### src/design/pnwp_pkg.sv
package pnwp_pkg;
    // ----------------------------------------
    // bus widths, sequence length and clock period
    // ----------------------------------------
    localparam int ADDR_W = 17;
    localparam int DATA_W = 16;
    localparam int SEQ_LEN = 6;
    localparam int CLK_PERIOD_NS = 5;

    // ----------------------------------------
    // timing in ns and derived cycle counts
    // ----------------------------------------
    localparam int ADDR_ACCESS_TIME_NS = 60;
    localparam int PRECHARGE_MIN_TIME_NS = 60;
    localparam int WRITE_PULSE_NS = 40;
    localparam int CS_LOW_MAX_NS = 10000;
    localparam int ACC_CYC = (ADDR_ACCESS_TIME_NS + CLK_PERIOD_NS - 1) / CLK_PERIOD_NS;
    localparam int PRE_CYC = (PRECHARGE_MIN_TIME_NS + CLK_PERIOD_NS - 1) / CLK_PERIOD_NS;
    localparam int WR_CYC = (WRITE_PULSE_NS + CLK_PERIOD_NS - 1) / CLK_PERIOD_NS;
    localparam int CS_LOW_MAX_CYC = CS_LOW_MAX_NS / CLK_PERIOD_NS;
    localparam int CNT_W = 12;

    // ----------------------------------------
    // protect sequence addresses
    // ----------------------------------------
    localparam logic [16:0] SEQ_A0 = 17'h12555;
    localparam logic [16:0] SEQ_A1 = 17'h1daaa;
    localparam logic [16:0] SEQ_A2 = 17'h01333;
    localparam logic [16:0] SEQ_A3 = 17'h0eccc;
    localparam logic [16:0] SEQ_A4 = 17'h000ff;
    localparam logic [16:0] SEQ_A5 = 17'h1ff00;
    localparam logic [16:0] SEQ_W2 = 17'h0ff00;
    localparam logic [16:0] SEQ_LAST = 17'h00000;

    // ----------------------------------------
    // types
    // ----------------------------------------
    typedef struct packed {
        logic write;
        logic protect;
        logic [16:0] addr;
        logic [15:0] wdata;
        logic [7:0] protByte;
        logic hiSel;
        logic loSel;
    } pnwp_req_t;

    typedef struct packed {
        logic csN;
        logic weN;
        logic oeN;
        logic hiByteSelN;
        logic loByteSelN;
    } pnwp_ctl_t;

    typedef enum logic [4:0] {
        ST_IDLE = 5'h01,
        ST_ACC = 5'h02,
        ST_WRP = 5'h04,
        ST_PRE = 5'h08,
        ST_NEXT = 5'h10
    } pnwp_state_t;
endpackage : pnwp_pkg

### src/design/pnwp_host.sv
`timescale 1ns/100ps
`default_nettype none
module pnwp_host (
    // clock and reset
    input wire logic clk_sys,
    input wire logic sys_rst,
    // user request
    input wire logic reqValid,
    output logic reqReady,
    input wire pnwp_pkg::pnwp_req_t req,
    output logic rspValid,
    output logic [15:0] rspData,
    // memory pins
    output logic [16:0] memAddr,
    output pnwp_pkg::pnwp_ctl_t memCtl,
    input wire logic [15:0] memDqIn,
    output logic [15:0] memDqOut,
    output logic [15:0] memDqOe
);
    pnwp_pkg::pnwp_state_t stateFf, nxtState;
    logic [pnwp_pkg::CNT_W-1:0] cntFf;
    logic [3:0] stepFf;
    logic [3:0] lastStep;
    logic writeFf, protFf, hiFf, loFf, rspValidFf;
    logic [16:0] addrFf;
    logic [15:0] wdataFf, rdataFf;
    logic [7:0] protByteFf;
    logic [16:0] stepAddr;
    logic stepWrite;
    logic [15:0] stepData;
    logic accDone, preDone, seqEnd, wrDone;
    logic [16:0] curAddr;
    logic curWrite;
    logic [15:0] curData;
    logic [pnwp_pkg::CNT_W-1:0] csHighCntFf;
    logic csHighSat;

    // ----------------------------------------
    // protect sequence step decode
    // ----------------------------------------
    // step 0 is the leading 00000h access so earlier sequence state in the device never matters
    assign lastStep = 4'hb;
    always_comb begin
        stepWrite = 1'b0;
        stepData = wdataFf;
        case (stepFf)
            4'h0: stepAddr = pnwp_pkg::SEQ_LAST;
            4'h1: stepAddr = pnwp_pkg::SEQ_A0;
            4'h2: stepAddr = pnwp_pkg::SEQ_A1;
            4'h3: stepAddr = pnwp_pkg::SEQ_A2;
            4'h4: stepAddr = pnwp_pkg::SEQ_A3;
            4'h5: stepAddr = pnwp_pkg::SEQ_A4;
            4'h6: stepAddr = pnwp_pkg::SEQ_A5;
            4'h7: begin
                stepAddr = pnwp_pkg::SEQ_A1;
                stepWrite = 1'b1;
                stepData = {8'h00, protByteFf};
            end
            4'h8: begin
                stepAddr = pnwp_pkg::SEQ_A3;
                stepWrite = 1'b1;
                stepData = {8'h00, ~protByteFf};
            end
            4'h9: begin
                stepAddr = pnwp_pkg::SEQ_W2;
                stepWrite = 1'b1;
                stepData = 16'h0000;
            end
            default: stepAddr = pnwp_pkg::SEQ_LAST;
        endcase
    end

    assign accDone = (cntFf == pnwp_pkg::CNT_W'(pnwp_pkg::ACC_CYC - 1));
    assign preDone = (cntFf == pnwp_pkg::CNT_W'(pnwp_pkg::PRE_CYC - 1));
    assign seqEnd = protFf && (stepFf == lastStep - 4'h1);
    // one extra strobe-high cycle inside select keeps data and lanes held as the write closes
    assign wrDone = (cntFf == pnwp_pkg::CNT_W'(pnwp_pkg::WR_CYC));

    // ----------------------------------------
    // access sequencer
    // ----------------------------------------
    // every access is select-framed: select low, access, strobe pulse on writes only, pre-charge
    always_comb begin
        nxtState = stateFf;
        case (stateFf)
            pnwp_pkg::ST_IDLE: if (reqValid) nxtState = pnwp_pkg::ST_NEXT;
            pnwp_pkg::ST_ACC: if (accDone) nxtState = curWrite ? pnwp_pkg::ST_WRP : pnwp_pkg::ST_PRE;
            pnwp_pkg::ST_WRP: if (wrDone) nxtState = pnwp_pkg::ST_PRE;
            pnwp_pkg::ST_PRE: if (preDone) nxtState = (protFf && !seqEnd) ? pnwp_pkg::ST_NEXT : pnwp_pkg::ST_IDLE;
            pnwp_pkg::ST_NEXT: nxtState = pnwp_pkg::ST_ACC;
            default: nxtState = pnwp_pkg::ST_IDLE;
        endcase
    end

    assign reqReady = (stateFf == pnwp_pkg::ST_IDLE);
    assign rspValid = rspValidFf;
    assign rspData = rdataFf;

    always_ff @(posedge clk_sys) begin
        if (sys_rst) begin
            stateFf <= pnwp_pkg::ST_IDLE;
            cntFf <= '0;
            stepFf <= 4'h0;
            writeFf <= 1'b0;
            protFf <= 1'b0;
            hiFf <= 1'b0;
            loFf <= 1'b0;
            addrFf <= '0;
            wdataFf <= '0;
            rdataFf <= '0;
            protByteFf <= '0;
            rspValidFf <= 1'b0;
        end else begin
            stateFf <= nxtState;
            cntFf <= (nxtState != stateFf) ? '0 : cntFf + 1'b1;
            rspValidFf <= 1'b0;
            if (stateFf == pnwp_pkg::ST_IDLE && reqValid) begin
                protFf <= req.protect;
                stepFf <= 4'h0;
                protByteFf <= req.protByte;
                writeFf <= req.protect ? 1'b0 : req.write;
                addrFf <= req.protect ? pnwp_pkg::SEQ_LAST : req.addr;
                wdataFf <= req.wdata;
                hiFf <= req.protect ? 1'b1 : req.hiSel;
                loFf <= req.protect ? 1'b1 : req.loSel;
            end
            if (stateFf == pnwp_pkg::ST_ACC && accDone && !curWrite) begin
                rdataFf <= memDqIn;
            end
            if (stateFf == pnwp_pkg::ST_PRE && preDone && protFf && !seqEnd) begin
                stepFf <= stepFf + 4'h1;
            end
            if (stateFf == pnwp_pkg::ST_PRE && preDone && (!protFf || seqEnd)) begin
                rspValidFf <= 1'b1;
            end
        end
    end

    // address settles in ST_NEXT, a cycle before select falls, so the device latches a steady value
    assign curAddr = protFf ? stepAddr : addrFf;
    assign curWrite = protFf ? stepWrite : writeFf;
    assign curData = protFf ? stepData : wdataFf;

    // ----------------------------------------
    // pin drive
    // ----------------------------------------
    logic csLow, weLow, rdPhase, wrPhase;
    assign csLow = (stateFf == pnwp_pkg::ST_ACC) || (stateFf == pnwp_pkg::ST_WRP);
    assign wrPhase = (stateFf == pnwp_pkg::ST_WRP);
    assign weLow = wrPhase && !wrDone;
    assign rdPhase = (stateFf == pnwp_pkg::ST_ACC) && !curWrite;
    assign memAddr = curAddr;
    assign memCtl.csN = !csLow;
    assign memCtl.weN = !weLow;
    assign memCtl.oeN = !rdPhase;
    assign memCtl.hiByteSelN = !(csLow && hiFf);
    assign memCtl.loByteSelN = !(csLow && loFf);
    assign memDqOut = curData;
    assign memDqOe = {{8{wrPhase && hiFf}}, {8{wrPhase && loFf}}};

    // cycles with select high, saturating; reset counts as a finished pre-charge
    assign csHighSat = (csHighCntFf == pnwp_pkg::CNT_W'(pnwp_pkg::PRE_CYC));
    always_ff @(posedge clk_sys) begin
        if (sys_rst) begin
            csHighCntFf <= pnwp_pkg::CNT_W'(pnwp_pkg::PRE_CYC);
        end else if (!memCtl.csN) begin
            csHighCntFf <= '0;
        end else if (!csHighSat) begin
            csHighCntFf <= csHighCntFf + 1'b1;
        end
    end
endmodule : pnwp_host
`default_nettype wire

### config.mk
export PLATFORM = sky130hd
export DESIGN_NAME = pnwp_host
export DESIGN_NICKNAME = d
export VERILOG_FILES = /design/src/design/pnwp_pkg.sv /design/src/design/pnwp_host.sv
export SDC_FILE = /design/constraint.sdc
export NUM_CORES = 1
export LEC_CHECK = 0
export ABC_AREA = 1
export BUFFER_PORTS_ARGS = -buffer_cell sky130_fd_sc_hd__buf_2
export CORE_MARGIN = 2
export CORE_UTILIZATION = 50
export CTS_CLUSTER_DIAMETER = 80
export DETAILED_ROUTE_END_ITERATION = 16
export GPL_ROUTABILITY_DRIVEN = 0
export GPL_TIMING_DRIVEN = 0
export PLACE_DENSITY_LB_ADDON = 0.3
export SLEW_MARGIN = 10
export SYNTH_ARGS = -nofsm -noshare
export SYNTH_HDL_FRONTEND = slang
export SYNTH_SLANG_ARGS = --single-unit
### constraint.sdc
create_clock -name clk_sys -period 2.1 [get_ports clk_sys]
set_clock_uncertainty 0.1 [all_clocks]
set_input_delay 0.42 -clock clk_sys [delete_from_list [all_inputs] [get_ports clk_sys]]
set_output_delay 0.42 -clock clk_sys [all_outputs]
set_load 0.02 [all_outputs]
Word level (Yosys, flattened, before mapping)
Index checks and enable logic that the tools add are counted.
{"block": "classes", "n_reduce_logical": 31, "bitwise": 1, "mux": 20, "eq_ne": 18, "n_addsub": 2}
{"operator": "case mux 17 bit (7 select lines)", "n": 1}
{"operator": "case mux 16 bit (3 select lines)", "n": 1}
{"operator": "two-way mux 17 bit", "n": 2}
{"operator": "two-way mux 5 bit", "n": 5}
{"operator": "case mux 5 bit (5 select lines)", "n": 1}
{"operator": "== test 12 x 4 -> 1 bit (second input constant)", "n": 2}
{"operator": "== test 4 x 3 -> 1 bit (second input constant)", "n": 4}
{"operator": "two-way mux 16 bit", "n": 1}
{"operator": "logical AND 1 bit", "n": 15}
{"operator": "adder 12 x 1 -> 12 bit (second input constant)", "n": 1}
{"operator": "== test 4 bit (second input constant)", "n": 3}
{"operator": "two-way mux 4 bit", "n": 3}
{"operator": "zero test 1 bit", "n": 9}
{"operator": "== test 4 x 2 -> 1 bit (second input constant)", "n": 2}
{"operator": "NOT 8 bit", "n": 1}
{"operator": "two-way mux 1 bit", "n": 6}
{"operator": "OR reduction 2 bit", "n": 3}
{"operator": "== test 5 x 1 -> 1 bit (second input constant)", "n": 1}
{"operator": "== test 5 x 2 -> 1 bit (second input constant)", "n": 1}
{"operator": "== test 5 x 3 -> 1 bit (second input constant)", "n": 1}
{"operator": "== test 5 x 4 -> 1 bit (second input constant)", "n": 1}
{"operator": "== test 5 bit (second input constant)", "n": 1}
{"operator": "!= test 5 bit", "n": 1}
{"operator": "adder 4 x 1 -> 4 bit (second input constant)", "n": 1}
{"operator": "other kinds (4)", "n": 5}
{"block": "word_totals", "regBits": 83}

Longest topological paths before layout
Gate-level depths: netlist of run 1.
{"block": "logic_depth", "word_depth": 9, "depth_mapped": 11, "ltp_nobuf": 10}

Least setup slack after synthesis of run 1
No wires, ideal clock.
{"block": "synth_timing", "path_type": "reg2out", "start": "reg stepFf[0]", "end": "out memDqOut[6]", "stages_incl_launch_ff": 9, "arrival_ps": 1586, "required_ps": 1580, "setup_slack_ps": -6, "cell_sequence": "dfxtp_1 -> inv_1 -> ha_1 -> nand3_2 -> nand3_2 -> nand2_4 -> inv_1 -> buf_2 -> o22ai_1"}
{"block": "synth_between", "elab_chain_cells": 3}
{"element": "start: declaration", "line_no": "pnwp_host.sv:22", "text": "logic [3:0] stepFf;"}
{"element": "start signal: assignment", "line_no": "pnwp_host.sv:131", "text": "stepFf <= stepFf + 4'h1;"}
{"element": "== test 4 bit or == test 4 x 3 -> 1 bit (tied branches)", "line_no": "pnwp_host.sv:46", "text": "case (stepFf)"}
{"element": "case mux 16 bit (3 select lines) (*)", "line_no": "pnwp_host.sv:46"}
{"element": "two-way mux 16 bit (*)", "line_no": "pnwp_host.sv:142", "text": "assign curData = protFf ? stepData : wdataFf;"}
{"element": "end: declaration", "line_no": "pnwp_host.sv:17", "text": "output logic [15:0] memDqOut,"}
Mark *: on every way between the ends. The rest lies on a longest branch, timed or not.

Final worst setup path of run 1
{"block": "layout_timing", "start": "reg stepFf[0]", "end": "out memAddr[15]"}
{"block": "layout_between", "elab_chain_cells": 4}
{"element": "== test 4 bit, or another cell as far along", "line_no": "pnwp_host.sv:46"}
{"element": "OR reduction 2 bit (no source line)"}
{"element": "case mux 17 bit (7 select lines) (*)", "line_no": "pnwp_host.sv:46"}
{"element": "two-way mux 17 bit (*)", "line_no": "pnwp_host.sv:140", "text": "assign curAddr = protFf ? stepAddr : addrFf;"}
{"element": "end: declaration", "line_no": "pnwp_host.sv:14", "text": "output logic [16:0] memAddr,"}
Marked as above.

==> results.cfg, run 1 <==
[synth]
syn-mean-instance-area_um2 = 7.02
yosysMostFrequentCell = nand2_1
synth_flop_cell = dfxtp_1
synthTopCellsByCount = nand2_1, dfxtp_1, nor2_1, inv_1, a21oi_1
yosysWarningCount = 0
synth_edf_count = 0
syn_inst = 572
syn-num-nets = 642
async_reset_ff_frac = 0
synth_top_area_cell = dfxtp_1
yosysSeqAreaShare = 0.414
ys_ff_latch = 83
synth_top_area_share = 0.414
yosys-top-cells-area = dfxtp_1, nand2_1, nor2_1
synthesis.area_mm2 = 0.00401
yosysUniqueCellTypes = 29

[setup_path]
path_class = reg2out
worstPathRequired_ns = 1.58
arrival_ns = 1.83
cp-start-kind = flip-flop
cp_max_fo = 4
critPathCaptureType = output pin

[route]
dr_total_vias = 4451
viasPerCell = 5.29
drt-total-wl_um = 12200
wl_per_cell_um = 14.5
drt_iter0_drc = 232
drc = 0
drt_pass1_iterations = 5
ant_nets = 0

[run_status]
violations = setup timing
run_status = finished with violations

[finish]
antenna-diode-count = 0
drive_gt1_frac = 0.366
fill_cells = 554
instances_no_fill = 842
area_delta_synth_final_pct = 42.9
fin_nets = 805

[floorplanning]
initial_core_util = 0.517
rows = 32
die_h_um = 93.6
coreArea_mm2 = 0.00777
io_pins = 136
die_area_mm2 = 0.00876
die_w_um = 93.6

[power_and_ir_drop]
leakage_nw = 2.70
vdd_ir_drop_max_v = 0.000405
power_density_mw_per_mm2 = 596

[timing]
period_needed_ns = 2.35
slew_violations = 0
worstMarginPinSlew_ns = 0.600
finalHoldViolCount = 0
hold_slack_ns = 0.177
rsz0062_at_grt = true
setup_viol = 52
fin_crit_sh = 1.12
relSlewSlack = 0.598
setup_slack_ns = -0.251
fmax_ghz = 0.425

[cts]
clkTransAtPathRegs_ns = 0.08
clk_latency_ns = 0.37
numCtsBuffers = 9
cts.path.max_buffers = 2
h-tree-depth = 3
cts_root_buf = clkbuf_8
tritoncts = built
cts_sinks = 83

[place]
post-dp-hpwl_um = 7610
placed_cells = 809
port_buffers = 135

[global_routing]
antenna_found_initial = 0
grt_pass1_wl_um = 17600
grt_max_degree = 15
grt_usage = 0.249
grt_overflow_total = 0
first_global_vias = 4025

[min_path]
worstHoldPathType = in2reg

[run]
maxCapViolations = 0
[cell usage in the layout, fill, tap and decap left out, drive strengths merged]
cell type,netlist,layout
a21oi,53,53
nand4,8,8
xnor2,3,3
clkbuf,16,27
xor2,9,9
a31oi,2,2
and3,1,1
clkinv,2,4
nor2,84,84
nand2,110,110
o22ai,8,8
buf,23,175
dfxtp,83,83
o21ai,51,51
clkinvlp,0,3
ha,6,6
nand3,42,42
inv,67,67
nor3,4,4
[kinds of logic after synthesis]
| group | Yosys count | synth area share |
|---|---|---|
| buf+inv | 108 | 0.125 |
| fa+ha+maj | 6 | 0.0187 |
| simple gates | 249 | 0.271 |
| compound gates | 114 | 0.145 |
| flops | 83 | 0.414 |
| xor+xnor | 12 | 0.0262 |
[worst max-delay path, cell delays in order (launching register included)]
cell	delay (ns)
dfxtp_4	0.41
inv_4	0.05
ha_4	0.17
nand3_4	0.09
o21ai_2	0.11
a31oi_1	0.23
nand2_1	0.10
nand2_2	0.09
nand2_1	0.06
buf_2	0.15
[metrics by stage]
| stage | utilization | cell area (um2) | power (mW) | setup slack [ns] | TNS (ns) |
|---|---|---|---|---|---|
| after floorplan | - | 4010 | 2.06 | -0.00629 | -0.0126 |
| after global routing | 0.739 | 5740 | 3.55 | -0.310 | -9.96 |
| after detailed placement | 0.620 | 4820 | 2.26 | -0.263 | -3.59 |
| after CTS | 0.698 | 5420 | 3.37 | -0.165 | -3.96 |
| after global placement | 0.620 | 4820 | 2.24 | -0.236 | -2.60 |
| final | 0.739 | 5740 | 3.42 | -0.251 | -7.45 |
[layout make-up]
class	instances	area (um2)	area share
multi-input cells	381	2120	0.370
flip-flops and latches	83	1680	0.293
inverters	69	279	0.0486
clock buffers	11	141	0.0246
clock inverters	5	37.5	0.00654
repair buffers	152	1040	0.181
well taps	102	128	0.0222
plain buffers	39	303	0.0528
[per-layer routing]
layer | GRT usage | wire length [um] | vias up
met5 | 0 | 0 | -
met3 | 0.0483 | 746 | 50
met1 | 0.277 | 4670 | 2067
li1 | - | - | 2142
met4 | 0.121 | 461 | 0
met2 | 0.451 | 6310 | 192
[where the power goes]
part           switching (mW)  internal (mW)  total, mW
clock network           0.616          0.467       1.08
registers              0.0365           1.65       1.68
logic                   0.399          0.255      0.654
[final timing paths]
path                     from           to  slack [ns]  depth (start not counted)
setup / recovery    stepFf[0]  memAddr[15]       -0.25                          9
hold / removal     memDqIn[3]   rspData[3]        0.18                          3
setup reg to reg   stateFf[1]    stepFf[1]        0.07                          7
hold reg to reg   wdataFf[11]  wdataFf[11]        0.36                          2
[state kept, by name (all words and copies together), names as in the netlist]
register    cells
addrFf         17
cntFf          12
hiFf            1
loFf            1
protByteFf      8
protFf          1
rspData        16
rspValid        1
stateFf         5
stepFf          4
wdataFf        16
writeFf         1
[repair_timing]
action | in CTS | in global routing
hold buffers | 0 | 0
resized for setup | 105 | 79
pin swaps | 11 | 11
setup buffers | 10 | 7
endpoints found under the setup margin | 52 | 81
(Power assumes the default switching activity.)
==> run 2, diff against run 1 <==
BUFFER_PORTS_ARGS = -buffer_cell sky130_fd_sc_hd__buf_4   (was -buffer_cell sky130_fd_sc_hd__buf_2)
==> run 2 against run 1 <==
The run still ends with setup timing left. Non-clock buffer count is 2 lower. Register-to-register slack worse by 0.14 ns. Total power is 5.6% higher. Routed wire length is 9.1% higher. Cell count is 0.24% lower. First-iteration DRC count is 44% higher. Via count is 3.7% higher. Core utilization is 3.4 points higher. Clock power is 14% higher. Setup slack worse by 0.020 ns. Combinational power is 6.4% higher. Flip-flop and latch count stayed put. Largest cell class unchanged. Largest power group unchanged.
==> results.cfg, run 2 (same netlist as run 1, synthesis figures left out) <==
[run_status]
run_status = finished with violations
violations = setup timing

[timing]
relSlewSlack = 0.656
finalHoldViolCount = 0
fin_crit_sh = 1.13
setup_viol = 55
rsz0062_at_grt = true
worstMarginPinSlew_ns = 0.514
fmax_ghz = 0.422
setup_tns_ns = -8.68
period_needed_ns = 2.37
setup_slack_ns = -0.270
slew_violations = 0

[finish]
post-route-util = 0.772
top_register = addrFf
antenna-diode-count = 0
area_delta_synth_final_pct = 49.4
fin_nets = 803
drive_gt1_frac = 0.360
layout_commonest_cell = buf_4
final_cell_mix = buf_4, nand2_1, dfxtp_1
fill_cells = 527
multiInputGateArea_mm2 = 0.00211
largest_register_ff_count = 17
instances_no_fill = 840
seqCellArea_mm2 = 0.00168

[min_path]
hold_path_depth = 3
worstHoldPathType = in2reg

[power_and_ir_drop]
power_density_mw_per_mm2 = 602
leakage_nw = 2.78
vdd_ir_drop_max_v = 0.000383

[floorplanning]
die_h_um = 93.6
rows = 32
coreArea_mm2 = 0.00777
die_w_um = 93.6
initial_core_util = 0.517
die_area_mm2 = 0.00876
io_pins = 136

[cts]
numCtsBuffers = 9
tritoncts = built
cts_root_buf = clkbuf_8
cts.path.max_buffers = 2
cts_sinks = 83
ctsHoldBuffers = 0
clkTransAtPathRegs_ns = 0.09
clk_latency_ns = 0.36
h-tree-depth = 3

[setup_path]
cp-start-kind = flip-flop
reg2reg_slack_ns = -0.07
path_class = reg2out
r2r_cells = 8
worstPathRequired_ns = 1.58
critPathCaptureType = output pin
arrival_ns = 1.85
cp_max_fo = 4

[place]
post-dp-hpwl_um = 7830
placed_cells = 809
pre_cts_ws_ns = -0.284
port_buffers = 135

[global_routing]
first_global_vias = 4327
grt_usage = 0.272
grt_pass1_wl_um = 19100
antenna_found_initial = 0
grt_max_degree = 15
grt_overflow_total = 0

[route]
drc = 0
viasPerCell = 5.49
ant_nets = 0
wl_per_cell_um = 15.8
drt_iter0_drc = 334
dr_total_vias = 4614
drt_pass1_iterations = 5
drt-total-wl_um = 13300

[run]
maxCapViolations = 0
## run 2: changes by cell type in the layout (fill, tap and decap cells not counted), sizes merged
cell and change:
clkinv +2, clkinvlp -2, buf -2, inv -1, bufinv +1
## run 2: through the flow
| step | power [mW] | instance area (um2) | hold WS, ns |
|---|---|---|---|
| 3_3_place_gp | 2.31 | 5150 | 0.340 |
| 5_1_grt | 3.74 | 6000 | 0.182 |
| 6_report | 3.61 | 6000 | 0.178 |
| 3_5_place_dp | 2.32 | 5150 | 0.345 |
| 2_1_floorplan | 2.06 | 4010 | 0.330 |
| 4_1_cts | 3.53 | 5730 | 0.182 |
## run 2: per-layer routing
layer | global-route usage | wire length [um] | vias to the layer above
li1 | - | - | 2143
met1 | 0.284 | 4890 | 2146
met2 | 0.495 | 6810 | 253
met3 | 0.0580 | 929 | 72
met4 | 0.169 | 657 | 0
met5 | 0 | 0 | -
## run 2: layout make-up
type | instances | share of cell area
flip-flops and latches | 83 | 0.280
clock buffers | 11 | 0.0252
plain buffers | 39 | 0.0505
inverters | 69 | 0.0469
repair buffers | 150 | 0.213
multi-input cells | 381 | 0.353
well taps | 102 | 0.0213
clock inverters | 5 | 0.0102
## run 2: path summary, 6_finish.rpt
kind	endpoint	from
max	memAddr[16]	stepFf[1]
min	rspData[5]	memDqIn[5]
max reg2reg	protFf	stateFf[0]
min reg2reg	wdataFf[11]	wdataFf[11]
## run 2: repair_timing
item | in CTS | in global routing
hold endpoints to repair | 0 | 0
gates resized for setup | 87 | 60
buffers inserted | 9 | 6
pin swaps | 12 | 9
setup endpoints to repair | 52 | 62
## run 2: power by group
group	internal (mW)	leakage, nW	total (mW)	switching (mW)
clock network	0.619	0.109	1.23	0.613
logic	0.288	1.99	0.696	0.408
registers	1.65	0.681	1.68	0.0379
## run 2: worst max-delay path: stages (launching register included)
cell	delay (ns)
dfxtp_4	0.39
buf_6	0.11
ha_4	0.14
inv_2	0.05
o21ai_2	0.25
inv_1	0.14
a31oi_1	0.22
buf_4	0.19
